$ cat config.mk
export PLATFORM = sky130hd
export DESIGN_NAME = swd_watchdog
export DESIGN_NICKNAME = d
export VERILOG_FILES = /design/src/common/swd_pkg.sv /design/src/core/swd_tick_div.sv /design/src/core/swd_watchdog.sv
export VERILOG_INCLUDE_DIRS = /design/src /design/src/common
export SDC_FILE = /design/constraint.sdc
export NUM_CORES = 1
export LEC_CHECK = 0
export BUFFER_PORTS_ARGS = -buffer_cell sky130_fd_sc_hd__buf_2
export CORE_MARGIN = 2
export CORE_UTILIZATION = 41
export CTS_CLUSTER_SIZE = 30
export DETAILED_ROUTE_END_ITERATION = 16
export PLACE_DENSITY = 0.62
export SYNTH_ARGS = -nofsm -noshare
export SYNTH_HDL_FRONTEND = slang
export SYNTH_SLANG_ARGS = --single-unit
$ cat constraint.sdc
create_clock -name clk_sys -period 2.3 [get_ports clk_sys]
set_clock_uncertainty 0.1 [all_clocks]
set_input_delay 0.23 -clock clk_sys [delete_from_list [all_inputs] [get_ports clk_sys]]
set_output_delay 0.23 -clock clk_sys [all_outputs]
set_load 0.01 [all_outputs]
$ cat src/common/swd_defines.svh
`ifndef SWD_DEFINES_SVH
`define SWD_DEFINES_SVH
`define SWD_PORT_INDEX   1'b0
`define SWD_PORT_DATA    1'b1
`define SWD_UNLOCK_KEY   8'h87
`define SWD_LOCK_KEY     8'hAA
`define SWD_IDX_LDSEL    8'h07
`define SWD_IDX_PINFN    8'h2D
`define SWD_IDX_ACT      8'h30
`define SWD_IDX_UNIT     8'hF5
`define SWD_IDX_COUNT    8'hF6
`define SWD_LDN_WDOG     8'h08
`define SWD_UNIT_MIN_BIT 3
`define SWD_CLK_HZ       25000000
`define SWD_SEC_PER_MIN  60
`define SWD_RST_PULSE    16
`endif

$ cat src/common/swd_pkg.sv
package swd_pkg;
    typedef enum logic [1:0] {
        SWD_LOCKED  = 2'b00,
        SWD_HALF    = 2'b01,
        SWD_OPEN    = 2'b10
    } swd_cfg_t;
endpackage : swd_pkg

$ cat src/core/swd_tick_div.sv
`timescale 1ns/100ps
`include "swd_defines.svh"
module swd_tick_div
    import swd_pkg::*;
#(
    parameter int DIV = `SWD_CLK_HZ
)
(
    input  wire logic clk_sys,
    input  wire logic srst,
    input  wire logic restart,
    output logic      tick
);
    typedef struct packed
    {
        logic [31:0] cnt;
        logic        tick;
    } swd_div_st_t;
    swd_div_st_t s_q;
    swd_div_st_t s_d;

    always_comb
    begin
        s_d = s_q;
        s_d.tick = 1'b0;
        // restart aligns the first unit to the load moment
        if (restart)
        begin
            s_d.cnt = '0;
        end
        else if (s_q.cnt == 32'(DIV - 1))
        begin
            s_d.cnt = '0;
            s_d.tick = 1'b1;
        end
        else
        begin
            s_d.cnt = s_q.cnt + 32'h0000_0001;
        end
    end

    always_ff @(posedge clk_sys)
    begin
        if (srst)
        begin
            s_q <= '0;
        end
        else
        begin
            s_q <= s_d;
        end
    end

    assign tick = s_q.tick;
endmodule : swd_tick_div

$ cat src/core/swd_watchdog.sv
`timescale 1ns/100ps
`include "swd_defines.svh"
module swd_watchdog
    import swd_pkg::*;
#(
    parameter int TICK_DIV    = `SWD_CLK_HZ,
    parameter int SEC_PER_MIN = `SWD_SEC_PER_MIN,
    parameter int RST_CYCLES  = `SWD_RST_PULSE
)
(
    input  wire logic       clk_sys,
    input  wire logic       srst,
    input  wire logic       io_wr,
    input  wire logic       io_rd,
    input  wire logic       io_addr,
    input  wire logic [7:0] io_wdata,
    output logic      [7:0] io_rdata,
    output logic            sys_reset_out,
    output logic            wdog_running
);
    typedef struct packed
    {
        swd_cfg_t    cfg;
        logic [7:0]  index;
        logic [7:0]  ldsel;
        logic [7:0]  pinfn;
        logic [7:0]  act;
        logic [7:0]  unit;
        logic [7:0]  count;
        logic [7:0]  remain;
        logic [5:0]  sub;
        logic [7:0]  rdata;
        logic [7:0]  rst_cnt;
        logic        rst_out;
        logic        running;
    } swd_state_t;

    swd_state_t s_q;
    swd_state_t s_d;
    logic       tick;
    logic       load;
    logic       ld_match;
    logic [7:0] rd_mux;

    // one-second time base, realigned whenever a count is loaded
    swd_tick_div #(
        .DIV     (TICK_DIV)
    ) u_div (
        .clk_sys (clk_sys),
        .srst    (srst),
        .restart (load),
        .tick    (tick)
    );

    assign ld_match = (s_q.ldsel == `SWD_LDN_WDOG);
    assign load = io_wr && io_addr == `SWD_PORT_DATA
        && s_q.cfg == SWD_OPEN && ld_match
        && s_q.index == `SWD_IDX_COUNT;

    always_comb
    begin
        rd_mux = 8'h00;
        if (s_q.index == `SWD_IDX_LDSEL)
        begin
            rd_mux = s_q.ldsel;
        end
        else if (ld_match)
        begin
            unique case (s_q.index)
                `SWD_IDX_PINFN: rd_mux = s_q.pinfn;
                `SWD_IDX_ACT:   rd_mux = s_q.act;
                `SWD_IDX_UNIT:  rd_mux = s_q.unit;
                `SWD_IDX_COUNT: rd_mux = s_q.remain;
                default:        rd_mux = 8'h00;
            endcase
        end
    end

    always_comb
    begin
        s_d = s_q;
        // index port: unlock sequence, then plain index writes
        if (io_wr && io_addr == `SWD_PORT_INDEX)
        begin
            unique case (s_q.cfg)
                SWD_LOCKED:
                    s_d.cfg = (io_wdata == `SWD_UNLOCK_KEY) ? SWD_HALF
                        : SWD_LOCKED;
                SWD_HALF:
                    s_d.cfg = (io_wdata == `SWD_UNLOCK_KEY) ? SWD_OPEN
                        : SWD_LOCKED;
                SWD_OPEN:
                begin
                    if (io_wdata == `SWD_LOCK_KEY)
                    begin
                        s_d.cfg = SWD_LOCKED;
                    end
                    else
                    begin
                        s_d.index = io_wdata;
                    end
                end
                default:
                    s_d.cfg = SWD_LOCKED;
            endcase
        end
        // data port writes; locked device ignores them
        if (io_wr && io_addr == `SWD_PORT_DATA && s_q.cfg == SWD_OPEN)
        begin
            if (s_q.index == `SWD_IDX_LDSEL)
            begin
                s_d.ldsel = io_wdata;
            end
            else if (ld_match)
            begin
                unique case (s_q.index)
                    `SWD_IDX_PINFN: s_d.pinfn = io_wdata;
                    `SWD_IDX_ACT:   s_d.act = io_wdata;
                    `SWD_IDX_UNIT:  s_d.unit = io_wdata;
                    `SWD_IDX_COUNT:
                    begin
                        s_d.count = io_wdata;
                        s_d.remain = io_wdata;
                        s_d.sub = '0;
                    end
                    default: ;
                endcase
            end
        end
        if (io_rd)
        begin
            s_d.rdata = (io_addr == `SWD_PORT_INDEX) ? s_q.index : rd_mux;
            // locked device hides its data port
            if (io_addr == `SWD_PORT_DATA && s_q.cfg != SWD_OPEN)
            begin
                s_d.rdata = 8'h00;
            end
        end
        // counting: only when active and a nonzero count was loaded
        if (!s_d.act[0])
        begin
            s_d.remain = 8'h00;
            s_d.sub = '0;
        end
        else if (!load && tick && s_q.remain != 8'h00)
        begin
            // minute unit steps the count once per 60 ticks
            if (s_q.unit[`SWD_UNIT_MIN_BIT]
                && s_q.sub != 6'(SEC_PER_MIN - 1))
            begin
                s_d.sub = s_q.sub + 6'h01;
            end
            else
            begin
                s_d.sub = '0;
                s_d.remain = s_q.remain - 8'h01;
                if (s_q.remain == 8'h01)
                begin
                    s_d.rst_cnt = 8'(RST_CYCLES);
                end
            end
        end
        // reset pulse is stretched so the board reset logic catches it
        if (s_q.rst_cnt != 8'h00)
        begin
            s_d.rst_cnt = s_q.rst_cnt - 8'h01;
        end
        s_d.rst_out = s_d.rst_cnt != 8'h00;
        // status follows the count after this cycle's step
        s_d.running = s_d.act[0] && s_d.remain != 8'h00;
    end

    always_ff @(posedge clk_sys)
    begin
        if (srst)
        begin
            s_q <= '0;
        end
        else
        begin
            s_q <= s_d;
        end
    end

    assign io_rdata = s_q.rdata;
    assign sys_reset_out = s_q.rst_out;
    assign wdog_running = s_q.running;
endmodule : swd_watchdog

# Word-level counts from Yosys, hierarchy flattened
# Cells that the tools add are included.
[word_totals]
output_inout_bits = 10
regBits = 115
word_cells = 95
[op_classes]
add_sub_neg = 4
bitwise_logic = 4
mux = 25
n_reduce_logical = 30
eq_ne = 16
[op_table]
columns = ["operator", "count"]
rows = [
  ["$mux 31", 3],
  ["$mux 8", 11],
  ["$add 32x1->32 const B", 1],
  ["$eq 32x25->1 const B", 1],
  ["$eq 8x8->1 const B", 4],
  ["$pmux 8 s4", 1],
  ["$reduce_bool 8->1", 4],
  ["$mux 14", 2],
  ["$mux 22", 1],
  ["$reduce_and 4->1", 5],
  ["$eq 8x6->1 const B", 2],
  ["$sub 8x1->8 const B", 2],
  ["$logic_and 1x1->1", 10],
  ["$eq 8x1->1 const B", 1],
  ["$eq 8x3->1 const B", 1],
  ["$eq 8x4->1 const B", 1],
  ["$add 6x1->6 const B", 1],
  ["$mux 6", 1],
  ["$ne 6x6->1 const B", 1],
  ["$pmux 2 s3", 1],
  ["$reduce_bool 2->1", 3],
  ["$mux 2", 2],
  ["$ne 2x2->1 const B", 2],
  ["$not 1->1", 4],
  ["10 further kinds", 14],
]

# Logic depth before layout (Yosys ltp)
# Gate-level depths: netlist of the first run.
[logic_depth]
ltp_word = 11
depth_mapped = 9
depth_no_buf = 8

# By module
# Synthesis of the first run repeated with hierarchy kept, for this count alone.
[hier_totals]
hier_cells = 621
hier_area_um2 = 5401.4
[by_module_without_submodules]
columns = ["mod", "cells_per_inst", "n_inst", "seq_area_each_um2", "area_each_um2"]
rows = [
  ["swd_watchdog", 446, 1, 1481.4, 3862.5],
  ["swd_tick_div", 175, 1, 660.6, 1539.0],
]

# Worst setup path after synthesis of the first run
# OpenSTA, ideal clock, no wires.
[synth_timing]
path_kind = "register to register"
start = "register s_q[29] (netlist name)"
end = "register s_q, in the netlist wdog_running"
synth_period_minus_slack_ps = 2096
setup_slack_ps = 204
stages_incl_launch_ff = 7
n_path_buf = 0
arrival_ps = 1919
required_time_ps = 2123
cell_sequence = "dfxtp_1 > or4_4 > o31a_1 > and2_4 > xnor2_2 > a41o_1 > a41oi_2"
[synth_via]
elab_chain_cells = 9
word_cells_on_any_way = 12
classes_between = "add/sub (1); mux (7); reduce/logical (4)"
[synth_rtl]
columns = ["item", "line_no", "source"]
rows = [
  ["from (decl)", "swd_watchdog.sv:38", "swd_state_t s_q;"],
  ["from (signal assigned)", "swd_watchdog.sv:177", "s_q <= '0;"],
  ["from (signal assigned)", "swd_watchdog.sv:181", "s_q <= s_d;"],
  ["branches (longest 5 deep; another with $sub 8x1->8)", "-", ""],
  ["$mux 14 (*)", "swd_watchdog.sv:145", "else if (!load && tick && s_q.remain != 8'h00)"],
  ["$mux 14 (*)", "swd_watchdog.sv:140", "if (!s_d.act[0])"],
  ["$reduce_bool 8->1 (*)", "swd_watchdog.sv:170", "s_d.running = s_d.act[0] && s_d.remain != 8'h00;"],
  ["$logic_and 1x1->1 (*)", "swd_watchdog.sv:170", ""],
]
# Mark *: on every way between the ends. The select of a mux whose other input is x is not followed.
# A chain may end at the register's enable or synchronous reset.

# Worst setup path in the final report of the first run
[layout_timing]
start = "register s_q[30] (netlist name)"
end = "register s_q, in the netlist sys_reset_out"
[layout_via]
elab_chain_cells = 7
word_cells_on_any_way = 9
classes_between = "eq/ne (1); mux (5); reduce/logical (3)"
[layout_rtl]
columns = ["item", "line_no", "source"]
rows = [
  ["$eq 8x1->1", "swd_watchdog.sv:157", "if (s_q.remain == 8'h01)"],
  ["$mux 8", "swd_watchdog.sv:157", ""],
  ["$mux 8", "swd_watchdog.sv:148", "if (s_q.unit[`SWD_UNIT_MIN_BIT]"],
  ["$mux 8 (*)", "swd_watchdog.sv:145", ""],
  ["$mux 8 (*)", "swd_watchdog.sv:140", ""],
  ["$mux 8 (*)", "swd_watchdog.sv:164", "if (s_q.rst_cnt != 8'h00)"],
  ["$reduce_bool 8->1 (*)", "swd_watchdog.sv:168", "s_d.rst_out = s_d.rst_cnt != 8'h00;"],
]
# Mark *: on every way between the ends. The rest lies on a longest branch, timed or not.

==> results of run 1 <==
## power groups by stage
stage | Clock [mW] | Sequential [mW] | Combinational [mW]
after floorplan | 0 | 2.02 | 0.556
after global placement | 0 | 2.03 | 0.697
after detailed placement | 0 | 2.03 | 0.704
after CTS | 1.76 | 1.99 | 0.711
after global routing | 1.84 | 2.01 | 0.815
final | 1.72 | 2.00 | 0.726
## flip-flops by register name (all words and copies together) (netlist names)
register / count
io_rdata: 8
s_q: 64
sys_reset_out: 1
u_div.s_q: 32
u_div.tick: 1
wdog_running: 1
## repair_timing
item / CTS / global route
hold buffers: 0 / 0
setup buffers: 0 / 6
setup endpoints to repair: 0 / 9
gates resized for setup: 0 / 10
## cell families (layout without fill, tap and decap cells)
group / count (synthesis) / in the layout / synth area share (%)
AND/OR/NAND/NOR: 271 / 271 / 25.74
flip-flops: 107 / 107 / 40.39
multiplexers: 27 / 27 / 5.096
adder cells (fa/ha/maj): 7 / 7 / 1.651
buffers and inverters: 59 / 91 / 5.237
AO/OA/AOI/OAI: 110 / 110 / 15.31
XOR/XNOR: 39 / 39 / 6.582
## metal layers
metal | track usage [%] | wire, um
met4 | 7.380 | 313
met2 | 31.07 | 6329
met1 | 25.20 | 5908
met5 | 0 | 0
met3 | 3.004 | 522
## final cells by class
| class | count | area share (%) |
|---|---|---|
| Inverter | 16 | 0.9828 |
| Timing Repair Buffer | 59 | 6.757 |
| Clock inverter | 5 | 1.351 |
| Clock buffer | 11 | 4.136 |
| Multi-Input combinational cell | 454 | 48.20 |
| Tap cell | 172 | 3.522 |
| Sequential cell | 107 | 35.05 |
## cells in the mapped netlist (4+ instances only)
library cell	number
sky130_fd_sc_hd__xor2_1	25
sky130_fd_sc_hd__nand2_1	62
sky130_fd_sc_hd__nand3_1	20
sky130_fd_sc_hd__and2_1	4
sky130_fd_sc_hd__clkbuf_1	19
sky130_fd_sc_hd__buf_4	9
sky130_fd_sc_hd__xnor2_1	13
sky130_fd_sc_hd__o221a_2	8
sky130_fd_sc_hd__a21oi_1	24
sky130_fd_sc_hd__nand3b_1	4
sky130_fd_sc_hd__o21ai_1	9
sky130_fd_sc_hd__nor3_1	11
sky130_fd_sc_hd__a222oi_1	8
sky130_fd_sc_hd__nor4_1	11
sky130_fd_sc_hd__mux2i_1	27
sky130_fd_sc_hd__inv_1	16
sky130_fd_sc_hd__a22o_1	7
sky130_fd_sc_hd__and3_1	8
sky130_fd_sc_hd__a311oi_1	4
sky130_fd_sc_hd__nor2_1	93
sky130_fd_sc_hd__nor3b_1	4
sky130_fd_sc_hd__nand2b_1	5
sky130_fd_sc_hd__buf_2	12
sky130_fd_sc_hd__nand4_1	16
sky130_fd_sc_hd__o21ai_0	22
sky130_fd_sc_hd__ha_1	7
sky130_fd_sc_hd__and4_1	7
sky130_fd_sc_hd__dfxtp_1	107
## placed cells by master (no fill, tap or decap), drive strengths merged, types with 2 or more instances in the layout
cell,n
dfxtp,107
nor2,93
nand2,63
buf,59
o21ai,31
mux2i,27
xor2,25
a21oi,25
nand3,20
inv,18
nand4,16
xnor2,14
nor3,14
nor4,12
clkbuf,11
and3,8
a222oi,8
o221a,8
a22o,8
and4,7
ha,7
nand2b,6
and2,6
a211oi,5
nor3b,4
a311oi,4
nand3b,4
nor2b,3
or2,3
a41oi,3
nor4b,3
nand4b,2
or3,2
bufinv,2
or4,2
o31ai,2
o31a,2
o22ai,2
## per-stage QoR
stage          util [%]  instances  TNS (ns)  setup WS, ns
2_1_floorplan         -        620         0        0.2044
3_3_place_gp      44.92        802         0        0.1137
3_5_place_dp      44.92        802         0       0.03012
4_1_cts           47.58        818         0       0.01503
5_1_grt           48.42        824   -0.1352      -0.06014
6_report          48.42        824         0       0.07662
## worst min-delay path, cell delays in order
cell,delay (ns)
sky130_fd_sc_hd__buf_2,0.17
sky130_fd_sc_hd__nand2_1,0.08
sky130_fd_sc_hd__a21oi_1,0.06
## worst paths after layout
path / startpoint / end / slack [ns] / depth (start not counted)
max reg2reg: s_q[30] / sys_reset_out / 0.08 / 7
max: s_q[30] / sys_reset_out / 0.08 / 7
min: io_wdata[5] / s_q[69] / 0.13 / 3
min reg2reg: io_rdata[0] / io_rdata[0] / 0.34 / 2
==> summary by stage, run 1 <==
Global routing
Global routing finished with a remaining overflow of 0. The number of antenna violations at the first check in global routing is 0. The via count of the first global-routing pass is 4302. The pin count of the biggest net entering global routing is 33. The first global-routing pass estimated 21600 um of wire. Global routing used 19.01% of the available tracks.

Synthesis
For this run, asynchronously set or reset flops after synthesis account for 0%. The Yosys step of the flow raised 0 warnings. The number of nets produced by synthesis is 640. The number of different library cells used by synthesis comes to 72. After technology mapping, the gate count stands at 620. The most instantiated flip-flop cell in the synthesis netlist is sky130_fd_sc_hd__dfxtp_1. The number of flops mapped to enable cells by yosys is 0. The sequential share of the synthesized area is 40.39%.

A synthesized cell averages 8.555 um^2. The area share of the largest cell type after synthesis is 40.39%. The count of state elements after synthesis is 107.

After synthesis, the cell types taking the most area are sky130_fd_sc_hd__dfxtp_1, sky130_fd_sc_hd__nor2_1, sky130_fd_sc_hd__mux2i_1. The netlist area before placement is 5304 um^2. The largest total area in the synthesized netlist belongs to sky130_fd_sc_hd__dfxtp_1.

STA
The upper clock frequency limit is 0.4498 GHz. The number of hold-slack violations in the final timing report is 0. The total setup violations reported at the end of the flow is 0. The total count of max-transition violations in the final report is 0. The worst hold-check slack is 0.1282 ns. The post-route fraction of the period consumed by the critical path is 96.67%.

The worst-case headroom to the max-slew limit is 38.89%. The worst path needs 2.223 ns of the cycle, external delays included. For the pin with the worst max-slew slack, the measured transition is 0.9116 ns.

Floorplanning
The height of the chip is 117.7 um. The effective utilization at floorplan is 42.03%. The die is 117.7 um wide. The die outline area is 13860 um^2. The number of standard-cell rows in the floorplan is 41. The count of boundary I/O pins is 23.

The core region is 12620 um^2.

Power
The completed layout was analyzed and its total power is 4.443 mW. The net switching component of the power is 1.181 mW. The leakage power is 2.112 nW. The power density normalized to cell area is 727.1 nW/um^2. Net switching is 26.57% of the power. Cell internal power was estimated by the tool at 3.263 mW. The worst supply voltage drop on vdd is 435.2 uV. The portion of total power attributed to sequential cells is 44.9%.

The clock network accounts for 38.8% of the total power. The fraction of power consumed by combinational cells is 16.3%.

Placement
In this run the tool buffered the top-level ports with 22 buffer cells. The weighted congestion at the end of routability-driven global placement is 0.9091. After legalization and detailed placement, the total HPWL measured 9215 um. The placed instances occupy a cell area of 5669 um^2.

Min path
The worst hold-check path type is input port to flip-flop.

Clocking
The later pin in the worst-skew pair is clocked with a latency of 0.36 ns. After clock tree synthesis, the clock-pin slew on the worst setup and hold paths is 0.08 ns. The level count of the clock H-tree is 3. Buffers inserted during clock tree synthesis total 9. TritonCTS built the clock tree. The maximum clock path buffer count is 2. For this design, the sink count on the clock tree is 107.

The cell chosen for the clock root is sky130_fd_sc_hd__clkbuf_16.

Final layout
Of the cells placed in the final design, the portion with a size suffix greater than 1 is 17.02%. The repair_antennas step left the layout with diodes totalling 0. The multi-input combinational cells in the finished layout cover a total of 2945 um^2. The area overhead of the layout relative to synthesis is 15.22%.

The number of nets in the layout is 667. The combined flip-flop and latch cell area is 2142 um^2. The finished cells cover 6111 um^2.

The final-layout fill cell count is 1237.

Flow run
Max-cap violations in this run came to 0.

Drt
For this block, the via count after detailed routing is 4581. Dividing the detail-routed via count by the number of cells gives 5.559. The first detailed-routing pass took 6 iterations. After detailed routing, the average wire length per cell comes to 15.87 um. The number of nets with antenna violations after routing is 0. After detailed routing, the number of remaining DRC violations is 0. The violation count after the first detailed-routing iteration is 465. The total wire length after detailed routing is 13070 um.

Critical path
The largest fanout on the critical path is 6. The data required time at the worst endpoint is 2.41 ns. The number of buffers and inverters on the critical path is 1.

Traced cell by cell, the critical path runs through or4_4, o31a_1, buf_4, o2111ai_1, a21oi_2, nor4_2, nor3_1. The element type at the critical path end is a flip-flop. The largest stage delay on the critical path is 0.56 ns. The kind of launch point of the worst setup path is a flip-flop.

Data arrives at the worst endpoint at 2.34 ns. The slowest stage of the critical path is the sky130_fd_sc_hd__or4_4 cell. The path type of the worst setup path is flip-flop to flip-flop. The cell type group with the largest total delay on the critical path is simple AND/OR/NAND/NOR gates.

Outcome
The run finished with clean final reports.
(Power assumes the default switching activity.)
==> run 2, diff against run 1 <==
==> constraint.sdc (replaced) <==
create_clock -name clk_sys -period 2.3 [get_ports clk_sys]
set_clock_uncertainty 0.1 [all_clocks]
set_input_delay 0 -clock clk_sys [delete_from_list [all_inputs] [get_ports clk_sys]]
set_output_delay 0 -clock clk_sys [all_outputs]
set_load 0.01 [all_outputs]
==> run 2 against run 1 <==
  * Fmax is 1.8% lower
  * Largest power group unchanged
  * Via count hardly changed
  * Worst hold slack worse by 0.10 ns
  * Final cell count is 1.2% higher
  * Critical endpoint is now wdog_running
  * Cell area is 0.78% higher
  * Count of clock-buffer cells in the layout is 1 lower
  * Critical path depth stayed put
  * Largest cell class unchanged
  * Utilization is 0.38 points higher
  * Global-route usage is 0.20 points lower
  * Sequential cell count stayed put
==> summary by stage, run 2 (synthesis gave the netlist of run 1 again) <==
Final layout
In the layout the commonest cells are sky130_fd_sc_hd__dfxtp_1, sky130_fd_sc_hd__nor2_1, sky130_fd_sc_hd__nand2_1. The most common cell after layout, fill and taps aside is sky130_fd_sc_hd__dfxtp_1. The number of nets in the layout is 677 (+1.5%). The antenna diode instance count is 0 (unchanged).

The final standard cell utilization of the core is 48.80% (+0.38 points). Relative to the synthesized area, the layout overhead comes to 16.11%. The share of layout cells above drive strength 1 is 16.62% (-0.41 points). The number of flip-flops under the largest register name is 64 (unchanged). The post-route non-filler standard cell count is 834 (+1.2%). s_q holds more flip-flops than any other register.

STA
The worst hold-check slack came to 0.02471 ns (-0.1035 ns). The upper clock frequency limit is 0.4419 GHz (-1.8%). The total count of max-transition violations in the final report is 0 (unchanged). The post-route fraction of the period consumed by the critical path is 98.39% (+1.7 points). The total setup violations reported at the end of the flow is 0 (unchanged).

The final critical delay including setup and external delays was 2.263 ns (+0.03968 ns). Setup repair after global routing could not meet its margin everywhere. The number of hold-slack violations in the final timing report was 0 (unchanged). The measured slew at the worst slew-check pin came to 0.8983 ns (-0.01335 ns).

The worst-case headroom to the max-slew limit is 39.79% (+0.89 points). The setup TNS was 0 ns (unchanged).

Min path
The worst hold-check path type is input port to flip-flop.

Power
The leakage power was 2.125 nW (+0.59%). The switching power share of the total was 27.87% (+1.3 points). The worst supply voltage drop on vdd is 405.2 uV (-6.9%). The fraction of power consumed by combinational cells came to 16.8% (+0.5 points). The internal power is 3.118 mW (-4.4%). The net switching component of the power is 1.205 mW (+2.0%). The power density normalized to cell area came to 701.9 nW/um^2 (-3.5%). The clock network power share was 37.0% (-1.8 points). The portion of total power attributed to sequential cells is 46.2% (+1.3 points).

Critical path
The data arrival time of the critical path is 2.38 ns (+0.04 ns). The element type at the critical path end is a flip-flop. The data required time at the worst endpoint was 2.42 ns (about the same).

The largest individual stage delay along the critical path comes from the cell sky130_fd_sc_hd__dfxtp_1. The largest stage delay on the critical path came to 0.39 ns (-0.17 ns). The buffer and inverter count on the worst path was 0 (-1). Walking the worst path, the cells encountered are ha_2, nand2_1, o31ai_4, nand4_1, o31a_2, o22ai_1, a41oi_2. The worst setup path is of the flip-flop to flip-flop kind.

The kind of launch point of the worst setup path is a flip-flop. The cell type group with the largest total delay on the critical path is compound AO/OA/AOI/OAI gates. The largest fanout on the critical path came to 7 (+1).

Placement
The number of buffers added on ports came to 22 (unchanged). The post-DP HPWL is 9177 um (-0.41%). The total placed cells including tap cells is 801 (-0.12%). The weighted congestion at the end of routability-driven global placement is 0.9266 (+1.9%).

Floorplanning
The count of boundary I/O pins was 23 (unchanged). The die outline area came to 13860 um^2 (unchanged). The die width is 117.7 um (unchanged). The area inside the core boundary is 12620 um^2 (unchanged). The effective utilization at floorplan is 42.03% (unchanged).

The height of the chip is 117.7 um (unchanged). The number of standard-cell rows in the floorplan came to 41 (unchanged).

Clocking
The total clock buffers created by CTS is 9 (unchanged). The clock latency of the later-clocked register in the worst-skew pair is 0.36 ns (about the same). TritonCTS built the clock tree. The cell chosen for the clock root is sky130_fd_sc_hd__clkbuf_16. The level count of the clock H-tree is 3 (unchanged).

The maximum clock path buffer count is 2 (unchanged). The post-CTS clock slew at the launch and capture registers of the worst setup and hold paths came to 0.07 ns (about the same). The number of sinks handled by clock tree synthesis is 107 (unchanged).

Drt
The violation count after the first detailed-routing iteration is 381 (-18%). The average wire length per cell after detail routing came to 15.62 um (-1.6%). The total wire length after detailed routing is 13030 um (-0.37%).

The number of nets with antenna violations after routing was 0 (unchanged). The count of TritonRoute iterations in the first routing pass came to 6 (unchanged). The total via count after detailed routing is 4582 (+0.022%). The via density per instance is 5.494 (-1.2%).

The number of remaining DRC errors came to 0 (unchanged).

Flow run
The number of maximum-capacitance violations is 0 (unchanged).

Global routing
The leftover overflow at the end of global routing is 0 (unchanged). The wire length of the first global-routing pass is 20980 um (-2.9%). The pin count of the biggest net entering global routing is 33 (unchanged). The combined global-route utilization of all metal layers is 18.82% (-0.20 points). The number of antenna violations at the first check in global routing came to 0 (unchanged). The via count of the first global-routing pass came to 4267 (-0.81%).

Outcome
The flow ran to the end, and the final reports show no timing, DRC or antenna violations.
[run 2: area by class of cell]
class	count	area [um^2]
clock buffers	10	229.0
multi-input cells	454	2935
clock inverters	6	76.32
repair buffers	69	500.5
well taps	172	215.2
flip-flops and latches	107	2142
fillers	1236	6461
inverters	16	60.06
[run 2: timing repair]
| item | 4_1_cts | 5_1_grt |
|---|---|---|
| pin swaps | 0 | 3 |
| cloned | 0 | 0 |
| hold buffers | 10 | 0 |
| buffers inserted | 0 | 7 |
| resized for setup | 1 | 8 |
| endpoints found under the setup margin | 1 | 48 |
| endpoints found under the hold margin | 53 | 0 |
[run 2: power groups by stage]
stage	registers [mW]	logic, mW	clock network (mW)
after floorplan	2.02	0.556	0
after global placement	2.03	0.689	0
after detailed placement	2.03	0.699	0
after CTS	1.99	0.723	1.64
after global routing	2.01	0.814	1.72
final	2.00	0.725	1.60
[run 2: final timing paths]
| path | start | endpoint | slack (ns) | cells past startpoint |
|---|---|---|---|---|
| setup reg to reg | s_q[18] | wdog_running | 0.04 | 7 |
| hold / removal | io_wr | s_q[80] | 0.02 | 4 |
| setup / recovery | s_q[18] | wdog_running | 0.04 | 7 |
| hold reg to reg | io_rdata[0] | io_rdata[0] | 0.35 | 2 |
[run 2: metal layers]
| metal | GRT usage, % | vias to the layer above | part of all wire (%) |
|---|---|---|---|
| met5 | 0 | - | 0 |
| met4 | 8.660 | 0 | 2.0 |
| met3 | 4.360 | 22 | 5.3 |
| met2 | 30.52 | 138 | 47 |
| met1 | 23.73 | 2157 | 45 |
| li1 | - | 2265 | - |
[run 2: metrics by stage]
stage | setup WS (ns) | power [mW] | instance area [um^2]
finish | 0.03694 | 4.323 | 6158
global placement | 0.02252 | 2.719 | 5649
global route | -0.07719 | 4.538 | 6158
floorplan | 0.2044 | 2.574 | 5304
detailed placement | -0.01415 | 2.733 | 5649
CTS | 0.01726 | 4.357 | 6058
[run 2: worst reg2reg max path, delay by kind of cell, from the launching register on]
| kind | cells | cell delay (ns) |
|---|---|---|
| adders and majority gates | 1 | 0.24 |
| AOI/OAI and AO/OA | 4 | 1.06 |
| DFF | 1 | 0.39 |
| and+or+nand+nor | 2 | 0.35 |
